### src/clock_mode_consts.svh
`ifndef CLOCK_MODE_CONSTS_SVH
`define CLOCK_MODE_CONSTS_SVH

// Register byte offsets
`define OFS_SOURCE_DIV      8'h00
`define OFS_OSC_BUS         8'h04
`define OFS_LOOP_MULT       8'h08
`define OFS_GEN_STATUS      8'h0C

// Reset values: internal reference, loop output, bus divide-by-2
`define RST_SOURCE_DIV      8'h04
`define RST_OSC_BUS         8'h40
`define RST_LOOP_MULT       8'h01
`define RST_GEN_STATUS      8'h10

// First control register fields
`define SRC_SEL_HI          7
`define SRC_SEL_LO          6
`define REFERENCE_DIVIDER_HI             5
`define REFERENCE_DIVIDER_LO             3
`define IREF_SEL_BIT        2

// Second control register fields
`define BUS_DIVIDER_HI             7
`define BUS_DIVIDER_LO             6
`define RANGE_BIT           5
`define HGO_BIT             4
`define LP_BIT              3
`define CRYSTAL_BIT         2
`define EXT_REFCLK_ENABLE_BIT         1

// Third control register fields
`define LOOP_SEL_BIT        6
`define PLL_MULTIPLIER_HI             3
`define PLL_MULTIPLIER_LO             0

// Status fields
`define ST_LOCK_BIT         6
`define ST_LOOP_BIT         5
`define ST_IREF_BIT         4
`define ST_SRC_HI           3
`define ST_SRC_LO           2
`define ST_OSC_INIT_DONE_BIT      1

// Source select and status codes
`define SRC_LOOP            2'h0
`define SRC_INTERNAL        2'h1
`define SRC_EXTERNAL        2'h2
`define SRC_PLL_STAT        2'h3

// Switch settling time
`define SWITCH_NS           200
`define CLK_PERIOD_NS       40
`define SWITCH_CYCLES       ((`SWITCH_NS + `CLK_PERIOD_NS - 1) / `CLK_PERIOD_NS)

`endif

### src/clock_mode_pkg.sv
package clock_mode_pkg;

    typedef enum logic [3:0] {
        fll_engaged_internal     = 4'h0,
        fll_engaged_external     = 4'h1,
        fll_bypassed_internal    = 4'h2,
        fll_bypassed_external    = 4'h3,
        pll_engaged_external     = 4'h4,
        pll_bypassed_external    = 4'h5,
        lowpower_bypass_internal = 4'h6,
        lowpower_bypass_external = 4'h7,
        mode_unsupported         = 4'h8
    } clock_mode_e;

    typedef struct packed {
        logic [7:0]  source_div;
        logic [7:0]  osc_bus;
        logic [7:0]  loop_mult;
        logic        loop_sel_eff;
        logic [2:0]  reference_divider_eff;
        logic [3:0]  pll_multiplier_eff;
        logic        iref_stat;
        logic [1:0]  src_stat;
        logic        loop_stat;
        logic [3:0]  settle;
        logic        fll_en;
        logic        pll_en;
        logic        ext_ref_on;
        logic [7:0]  ref_ratio;
        logic [7:0]  mult_factor;
        clock_mode_e mode;
        logic [31:0] prdata;
        logic        pready;
        logic        pslverr;
    } seq_state_s;

endpackage

### src/clock_mode_sequencer.sv
//
// Overview of operation
// - Source field value 10 routes the external reference to the generator output.
// - Source field value 01 routes the internal reference to the generator output.
// - Source field value 00 routes the loop: FLL if loop select 0, PLL if 1.
// - Reference divider field divides by two to the power of its code.
// - Reference select bit clear picks external reference, set picks internal.
// - Bus divider field in second register, code 00 divides by one.
// - Second register bit 5 selects high range, bit 4 selects high gain.
// - Crystal bit set selects a crystal so oscillator initialization runs.
// - External clock enable bit keeps the external reference active.
// - In bypassed external mode, low-power bit enters or leaves low-power bypass.
// - Low-power bypass disables both loops and defers divider, multiplier, select writes.
// - Third register bit 6 picks PLL or FLL; multiplier ignored under FLL.
// - Multiplier field code 0100 multiplies the divided reference by 16.
// - Oscillator-init status sets once the selected crystal has stabilized.
// - Reference status bit shows the loop reference actually in use.
// - Source status bits report the source actually feeding the output.
// - Loop status bit set when PLL feeds the loop clock, clear for FLL.
// - Lock status bit set once the selected loop has locked.
// - FLL stays enabled in non-low-power FLL bypass modes while loop select is clear.
// - Engaged PLL output is ext over divider times multiplier over bus divider.
// - Reset starts in FLL engaged internal mode with bus divide-by-2.
//
// The APB register port and the address map are this design's own decisions.
`timescale 1ns/1ps

`include "clock_mode_consts.svh"

module clock_mode_sequencer (
    input  wire logic                       pclk,
    input  wire logic                       presetn,
    input  wire logic                       psel,
    input  wire logic                       penable,
    input  wire logic                       pwrite,
    input  wire logic [7:0]                 paddr,
    input  wire logic [31:0]                pwdata,
    output logic      [31:0]                prdata,
    output logic                            pready,
    output logic                            pslverr,
    input  wire logic                       osc_stable,
    input  wire logic                       fll_locked,
    input  wire logic                       pll_locked,
    output logic      [1:0]                 generator_source,
    output logic                            loop_ref_internal,
    output logic                            fll_enable,
    output logic                            pll_enable,
    output logic      [7:0]                 ref_divide_ratio,
    output logic      [7:0]                 pll_mult_factor,
    output logic      [1:0]                 bus_divider,
    output logic                            osc_high_range,
    output logic                            osc_high_gain,
    output logic                            ext_source_crystal,
    output logic                            ext_refclk_active,
    output clock_mode_pkg::clock_mode_e     clock_mode
);

    ////////////////////////////////////////////////////////////////////////////////
    function automatic logic [1:0] actual_source(input logic [1:0] sel, input logic pll);
        if (sel == `SRC_EXTERNAL) begin
            actual_source = `SRC_EXTERNAL;
        end else if (sel == `SRC_INTERNAL) begin
            actual_source = `SRC_INTERNAL;
        end else if (pll) begin
            actual_source = `SRC_PLL_STAT;
        end else begin
            actual_source = `SRC_LOOP;
        end
    endfunction

    ////////////////////////////////////////////////////////////////////////////////
    clock_mode_pkg::seq_state_s q;
    clock_mode_pkg::seq_state_s d;

    logic [1:0]  src_sel;
    logic        lp_active;
    logic [1:0]  src_target;
    logic        lock_now;
    logic        osc_init_done_now;
    logic [7:0]  status_byte;
    logic        acc;
    logic [31:0] rd_word;
    logic        rd_err;

    always_comb begin
        d = q;

        src_sel = q.source_div[`SRC_SEL_HI:`SRC_SEL_LO];
        // Low power only exists in the bypass modes
        lp_active = q.osc_bus[`LP_BIT] && (src_sel != `SRC_LOOP);

        // Deferred loop settings: frozen while low-power bypass holds
        if (!lp_active) begin
            d.loop_sel_eff = q.loop_mult[`LOOP_SEL_BIT];
            d.reference_divider_eff     = q.source_div[`REFERENCE_DIVIDER_HI:`REFERENCE_DIVIDER_LO];
            d.pll_multiplier_eff     = q.loop_mult[`PLL_MULTIPLIER_HI:`PLL_MULTIPLIER_LO];
        end

        d.fll_en = !lp_active && !q.loop_sel_eff;
        d.pll_en = !lp_active && q.loop_sel_eff;
        d.ref_ratio = 8'h01 << q.reference_divider_eff;
        // Multiplier meaningless while FLL is selected
        d.mult_factor = q.loop_sel_eff ? {2'h0, q.pll_multiplier_eff, 2'h0} : 8'h00;
        d.ext_ref_on = q.osc_bus[`EXT_REFCLK_ENABLE_BIT] || !q.source_div[`IREF_SEL_BIT]
                       || (src_sel == `SRC_EXTERNAL);

        src_target = (src_sel == 2'h3) ? q.src_stat : actual_source(src_sel, q.loop_sel_eff);

        // Status follows only after the mux has had time to switch
        if (src_target != q.src_stat || q.source_div[`IREF_SEL_BIT] != q.iref_stat
            || q.loop_sel_eff != q.loop_stat) begin
            if (q.settle == 4'((`SWITCH_CYCLES) - 1)) begin
                d.settle    = 4'h0;
                d.src_stat  = src_target;
                d.iref_stat = q.source_div[`IREF_SEL_BIT];
                d.loop_stat = q.loop_sel_eff;
            end else begin
                d.settle = q.settle + 4'h1;
            end
        end else begin
            d.settle = 4'h0;
        end

        // Mode derived from the actual state of the mux
        if (q.src_stat == `SRC_INTERNAL) begin
            d.mode = lp_active ? clock_mode_pkg::lowpower_bypass_internal
                               : clock_mode_pkg::fll_bypassed_internal;
        end else if (q.src_stat == `SRC_EXTERNAL) begin
            if (lp_active) begin
                d.mode = clock_mode_pkg::lowpower_bypass_external;
            end else if (q.loop_stat) begin
                d.mode = clock_mode_pkg::pll_bypassed_external;
            end else begin
                d.mode = clock_mode_pkg::fll_bypassed_external;
            end
        end else if (q.src_stat == `SRC_PLL_STAT) begin
            d.mode = q.iref_stat ? clock_mode_pkg::mode_unsupported
                                 : clock_mode_pkg::pll_engaged_external;
        end else begin
            d.mode = q.iref_stat ? clock_mode_pkg::fll_engaged_internal
                                 : clock_mode_pkg::fll_engaged_external;
        end

        lock_now = (q.fll_en && !q.loop_stat && fll_locked)
                   || (q.pll_en && q.loop_stat && pll_locked);
        osc_init_done_now = q.osc_bus[`CRYSTAL_BIT] && osc_stable;

        status_byte = 8'h00;
        status_byte[`ST_LOCK_BIT]           = lock_now;
        status_byte[`ST_LOOP_BIT]           = q.loop_stat;
        status_byte[`ST_IREF_BIT]           = q.iref_stat;
        status_byte[`ST_SRC_HI:`ST_SRC_LO]  = q.src_stat;
        status_byte[`ST_OSC_INIT_DONE_BIT]        = osc_init_done_now;

        // APB: one wait state, then the access completes
        acc = psel && penable && q.pready;
        d.pready  = psel && penable && !q.pready;
        d.pslverr = 1'b0;
        rd_err    = 1'b0;
        rd_word   = 32'h0000_0000;
        if (paddr == `OFS_SOURCE_DIV) begin
            rd_word = {24'h000000, q.source_div};
        end else if (paddr == `OFS_OSC_BUS) begin
            rd_word = {24'h000000, q.osc_bus};
        end else if (paddr == `OFS_LOOP_MULT) begin
            rd_word = {24'h000000, q.loop_mult};
        end else if (paddr == `OFS_GEN_STATUS) begin
            rd_word = {24'h000000, status_byte};
        end else begin
            rd_err = 1'b1;
        end
        if (psel && penable && !q.pready) begin
            d.prdata  = pwrite ? 32'h0000_0000 : rd_word;
            d.pslverr = rd_err;
        end
        if (acc && pwrite) begin
            if (paddr == `OFS_SOURCE_DIV) begin
                d.source_div = pwdata[7:0];
            end else if (paddr == `OFS_OSC_BUS) begin
                d.osc_bus = pwdata[7:0];
            end else if (paddr == `OFS_LOOP_MULT) begin
                d.loop_mult = pwdata[7:0];
            end
        end
    end

    ////////////////////////////////////////////////////////////////////////////////
    always_ff @(posedge pclk or negedge presetn) begin
        if (!presetn) begin
            q.source_div   <= `RST_SOURCE_DIV;
            q.osc_bus      <= `RST_OSC_BUS;
            q.loop_mult    <= `RST_LOOP_MULT;
            q.loop_sel_eff <= 1'b0;
            q.reference_divider_eff     <= 3'h0;
            q.pll_multiplier_eff     <= 4'h1;
            q.iref_stat    <= 1'b1;
            q.src_stat     <= `SRC_LOOP;
            q.loop_stat    <= 1'b0;
            q.settle       <= 4'h0;
            q.fll_en       <= 1'b1;
            q.pll_en       <= 1'b0;
            q.ext_ref_on   <= 1'b0;
            q.ref_ratio    <= 8'h01;
            q.mult_factor  <= 8'h00;
            q.mode         <= clock_mode_pkg::fll_engaged_internal;
            q.prdata       <= 32'h0000_0000;
            q.pready       <= 1'b0;
            q.pslverr      <= 1'b0;
        end else begin
            q <= d;
        end
    end

    ////////////////////////////////////////////////////////////////////////////////
    assign prdata             = q.prdata;
    assign pready             = q.pready;
    assign pslverr            = q.pslverr;
    assign generator_source   = q.src_stat;
    assign loop_ref_internal  = q.iref_stat;
    assign fll_enable         = q.fll_en;
    assign pll_enable         = q.pll_en;
    assign ref_divide_ratio   = q.ref_ratio;
    assign pll_mult_factor    = q.mult_factor;
    assign bus_divider        = q.osc_bus[`BUS_DIVIDER_HI:`BUS_DIVIDER_LO];
    assign osc_high_range     = q.osc_bus[`RANGE_BIT];
    assign osc_high_gain      = q.osc_bus[`HGO_BIT];
    assign ext_source_crystal = q.osc_bus[`CRYSTAL_BIT];
    assign ext_refclk_active  = q.ext_ref_on;
    assign clock_mode         = q.mode;

endmodule

### config.mk
export PLATFORM = sky130hd
export DESIGN_NAME = clock_mode_sequencer
export DESIGN_NICKNAME = d
export VERILOG_FILES = /design/src/clock_mode_pkg.sv /design/src/clock_mode_sequencer.sv
export VERILOG_INCLUDE_DIRS = /design/src /design/src/src
export SDC_FILE = /design/constraint.sdc
export NUM_CORES = 1
export LEC_CHECK = 0
export BUFFER_PORTS_ARGS = -buffer_cell sky130_fd_sc_hd__buf_2
export CORE_MARGIN = 4
export CORE_UTILIZATION = 46
export DETAILED_ROUTE_END_ITERATION = 16
export GPL_TIMING_DRIVEN = 0
export PLACE_DENSITY_LB_ADDON = 0.05
export RECOVER_POWER = 100
export SETUP_SLACK_MARGIN = 0.05
export SLEW_MARGIN = 20
export SYNTH_ARGS = -nofsm -noshare
export SYNTH_HDL_FRONTEND = slang
export SYNTH_SLANG_ARGS = --single-unit
### constraint.sdc
create_clock -name pclk -period 1.6 [get_ports pclk]
set_input_delay 0.4 -clock pclk [delete_from_list [all_inputs] [get_ports pclk]]
set_output_delay 0.4 -clock pclk [all_outputs]
set_load 0.05 [all_outputs]
# Word level (Yosys, flattened, before mapping)
# Cells that the tools add are included.
[op_classes] add_sub_neg=1 n_mul=0 n_div=0 magnitude_cmp=0 eq_ne=13 shift=1 n_mux=25 bitwise_logic=2 n_reduce_logical=28
[ops] op="$mux W32" count=1
[ops] op="$mux W4" count=6
[ops] op="$mux W8" count=3
[ops] op="$eq A8 B4 Y1 const B" count=2
[ops] op="$logic_and A1 B1 Y1" count=12
[ops] op="$mux W3" count=3
[ops] op="$eq A2 B2 Y1 const B" count=4
[ops] op="$eq A8 B3 Y1 const B" count=1
[ops] op="$logic_not A8 Y1" count=1
[ops] op="$mux W2" count=4
[ops] op="$shl A1 B3 Y8 const A" count=1
[ops] op="$mux W7" count=1
[ops] op="$mux W1" count=6
[ops] op="$mux W6" count=1
[ops] op="$logic_not A1 Y1" count=5
[ops] op="$logic_or A1 B1 Y1" count=5
[ops] op="$add A4 B1 Y4 const B" count=1
[ops] op="$eq A2 B1 Y1 const B" count=2
[ops] op="$eq A4 B3 Y1 const B" count=1
[ops] op="$reduce_and A2 Y1" count=2
[ops] op="$reduce_and A4 Y1" count=1
[ops] op="$reduce_and A3 Y1" count=1
[ops] op="$ne A1 B1 Y1" count=2
[ops] op="$ne A2 B2 Y1" count=1
[ops] op="2 further kinds" count=3
[word_totals] ff_bits=95 latch_bits=0 mem_bits_rw=0 mem_bits_ro=0 in_bits=48 output_inout_bits=65 elab_cells=89 mem_count=0

# Depth between registers and ports, before layout
[logic_depth] ltp_word=9 ltp_mapped=6 depth_no_buf=5

# Worst setup path after synthesis
# Ideal clock, no wire load.
[synth_path] path_kind="flip-flop to flip-flop" start="reg, netlist name pready" end="reg q[89] (netlist name)" setup_ns=0.125 arrival_time_ns=1.733 required_ns=1.475 slack_ns=-0.258 stages_incl_launch_ff=4 n_path_buf=0 period_less_slack_ns=1.858 cell_sequence="dfrtp_1 -> nand4_1 -> nor4_4 -> mux2_2"
[synth_via] elab_chain_len=3
[synth_lines] element="$logic_and A1 B1 Y1" line="clock_mode_sequencer.sv:156" rtl="acc = psel && penable && q.pready;"
[synth_lines] element="$logic_and A1 B1 Y1" line="clock_mode_sequencer.sv:176" rtl="if (acc && pwrite) begin"
[synth_lines] element="$reduce_and A2 Y1 (no line)"
[synth_lines] element="to (decl)" line="clock_mode_sequencer.sv:72" rtl="clock_mode_pkg::seq_state_s q;"
# No other way between the ends.
# A chain may end at the register's enable or synchronous reset.

# Worst setup path in the final report
[layout_path] start="reg q (netlist bit generator_source[0])" end="out generator_source[0]"
[layout_lines] element="to (decl)" line="clock_mode_sequencer.sv:44" rtl="output logic [1:0] generator_source,"
# No word-level cell between the ends.

==> results.json <==
{
  "hold_viol_final": 0,
  "violations": "setup timing",
  "grt-ovfl-total": 0,
  "grt_max_degree": 51,
  "remaining_drc_errors": 0,
  "crit_start": "generator_source[0]",
  "p_leak_uw": 0.00247,
  "cp_num_buf_inv": 3,
  "viasPerCell": 4.66,
  "cp-start-kind": "flop",
  "hp-start": "pwdata[2]",
  "critPathSlowestCell": "dfrtp_1",
  "final_cell_mix": "buf_4, dfrtp_1, nand2_1",
  "fp.dieH_um": 93.6,
  "cts_tree": "yes",
  "clk_latency_ns": 0.35,
  "final_cell_area_mm2": 0.00452,
  "layout_commonest_cell": "buf_4",
  "antenna_found_initial": 0,
  "hold_class": "primary input to flop",
  "setup_slack_ns": -0.00521,
  "crit_chain": "buf_4, buf_4, buf_4",
  "drive_gt1_frac": 0.482,
  "crit_family": "buffers and inverters",
  "area_growth_pct": 34.1,
  "pre_cts_ws_ns": -0.577,
  "netlist_instances": 314,
  "cp_common_cell": "buf_4",
  "period_share": 1.00,
  "relSlewSlack": 0.656,
  "core-area_mm2": 0.00694,
  "initial_core_util": 0.485,
  "ys_seq_elements": 69,
  "clk_pin_slew_ns": 0.08,
  "clk_path_buf_depth": 2,
  "finalSetupViolCount": 1,
  "num_rows": 30,
  "drt_iter0_drc": 72,
  "wirelength_um": 7170,
  "cpPeakStageDelay_ns": 0.41,
  "setup.worst_path.end_class": "output port",
  "grt_pass1_wl_um": 11600,
  "maxSlewViolCount": 0,
  "clock_tree.root_cell": "clkbuf_8",
  "portBuffers": 59,
  "crit_arrival_ns": 1.21,
  "grt_use_total": 0.171,
  "async_flop_share": 1.00,
  "gp_routability_congestion": 0.780,
  "syn_avg_cell_area_um2": 10.7,
  "grt_setup_unrepaired": "yes",
  "yosysSeqAreaShare": 0.515,
  "yosysTopAreaCell": "dfrtp_1",
  "synth.top_cell.area_share": 0.460,
  "dp_hpwl_um": 4900,
  "dp_cells": 497,
  "cts_sinks": 69,
  "grt_pass1_vias": 2420,
  "nets": 485,
  "via_count": 2496,
  "cts_buffers": 9,
  "antenna_cells": 0,
  "dr.pass1.iters": 4,
  "finClkSkew_ns": 0.00797,
  "powerDensity_mw_per_mm2": 797,
  "synth-edff-count": 0,
  "synth_area_leaders": "dfrtp_1, buf_4, mux2_2",
  "chipWidth_um": 93.6,
  "synthFlopType": "dfrtp_1",
  "placed_cell_area_mm2": 0.00400,
  "fmax_ghz": 0.623,
  "netlist_area_mm2": 0.00337,
  "final_cells": 536,
  "drt-wirelength-per-cell_um": 13.4,
  "reg2reg_from": "generator_source[0]",
  "vdd_drop_max_v": 0.000497,
  "crit_type": "flop to output port",
  "ant_nets": 0,
  "io_pins": 113,
  "dieArea_mm2": 0.00876,
  "status": "finished, violations left",
  "period_needed_ns": 1.61,
  "worstPathRequired_ns": 1.20,
  "synth_cell_types": 43,
  "worst_pin_slew_ns": 0.515,
  "cap_violations": 0,
  "htreeDepth": 3,
  "cp_max_fo": 3,
  "yosys_warnings": 0
}
-- cell families after synthesis --
kind of cell	Yosys count	share of synthesized area
AO/OA/AOI/OAI	36	0.0716
XOR/XNOR	2	0.00520
adder cells (fa/ha/maj)	2	0.00742
buffers and inverters	77	0.151
flip-flops	69	0.515
multiplexers	29	0.0995
other	1	0.00111
AND/OR/NAND/NOR	98	0.149
-- final cells by class --
cell class                 instances  area, µm²
clock inverter                     7       81.3
tap                               96        120
inverter                           7       26.3
sequential                        69       1740
fill                             568       2420
timing repair buffer              85        529
clock buffer                       9        124
buffer                            68        493
multi-input combinational        195       1410
-- worst min-delay path, stage by stage --
cell and delay (ns):
buf_2 0.12, nand2_1 0.06, o21ai_0 0.07
-- state kept, by name (all words and copies together), names as in the netlist, 2 cells and up --
| signal | cells |
|---|---|
| clock_mode | 4 |
| ref_divide_ratio | 8 |
| q | 32 |
| pll_mult_factor | 4 |
| generator_source | 2 |
| prdata | 8 |
| bus_divider | 2 |
-- layer usage --
metal	vias up	wire length, µm	track usage	share of wire
met5	-	0	0	0
met4	0	136	0.0734	0.019
met3	10	379	0.0338	0.053
met2	82	3500	0.278	0.49
met1	1185	3160	0.223	0.44
li1	1219	-	-	-
-- synth_stat cells (4+ instances only) --
| cell | instances |
|---|---|
| a21oi_1 | 8 |
| and2_1 | 6 |
| buf_4 | 56 |
| clkbuf_1 | 11 |
| dfrtp_1 | 62 |
| dfstp_2 | 7 |
| inv_1 | 7 |
| mux2_2 | 26 |
| nand2_1 | 42 |
| nor2_1 | 17 |
| nor2b_1 | 5 |
| nor3_1 | 5 |
| o21ai_0 | 9 |
| o22ai_1 | 4 |
| o41ai_1 | 5 |
-- per-stage QoR --
stage | TNS, ns | hold WS (ns) | power [µW] | utilization
after floorplan | -2.99 | 0.104 | 2060 | -
after global routing | -0.312 | 0.299 | 3750 | 0.651
final | -0.00521 | 0.304 | 3600 | 0.651
after CTS | 0 | 0.296 | 3630 | 0.637
after global placement | -26.65 | 0.440 | 2150 | 0.572
after detailed placement | -12.43 | 0.310 | 2160 | 0.576
-- repair_timing --
action / in CTS / in global routing
buffers inserted: 18 / 5
endpoints found under the setup margin: 27 / 26
hold buffers: 1 / 0
hold endpoints to repair: 16 / 0
gates resized for setup: 18 / 28
pin swaps: 6 / 3
gates cloned: 0 / 1
-- report_power, final --
group | internal [µW] | total [µW] | switching (µW)
sequential | 1750 | 1760 | 5.47
clock | 741 | 1460 | 724
combinational | 106 | 379 | 273
total | 2600 | 3600 | 1000
-- path summary, 6_finish.rpt --
kind                                            end  slack [ns]  cells after the start
worst min-delay path                          q[91]        0.30                      3
max in group asynchronous                     q[73]        0.20                      3
worst min register to register                q[65]        0.46                      2
min in group asynchronous             clock_mode[1]        0.57                      2
worst max-delay path            generator_source[0]      -0.005                      3
worst max register to register  generator_source[0]        0.02                      6
(Power assumes the default switching activity.)
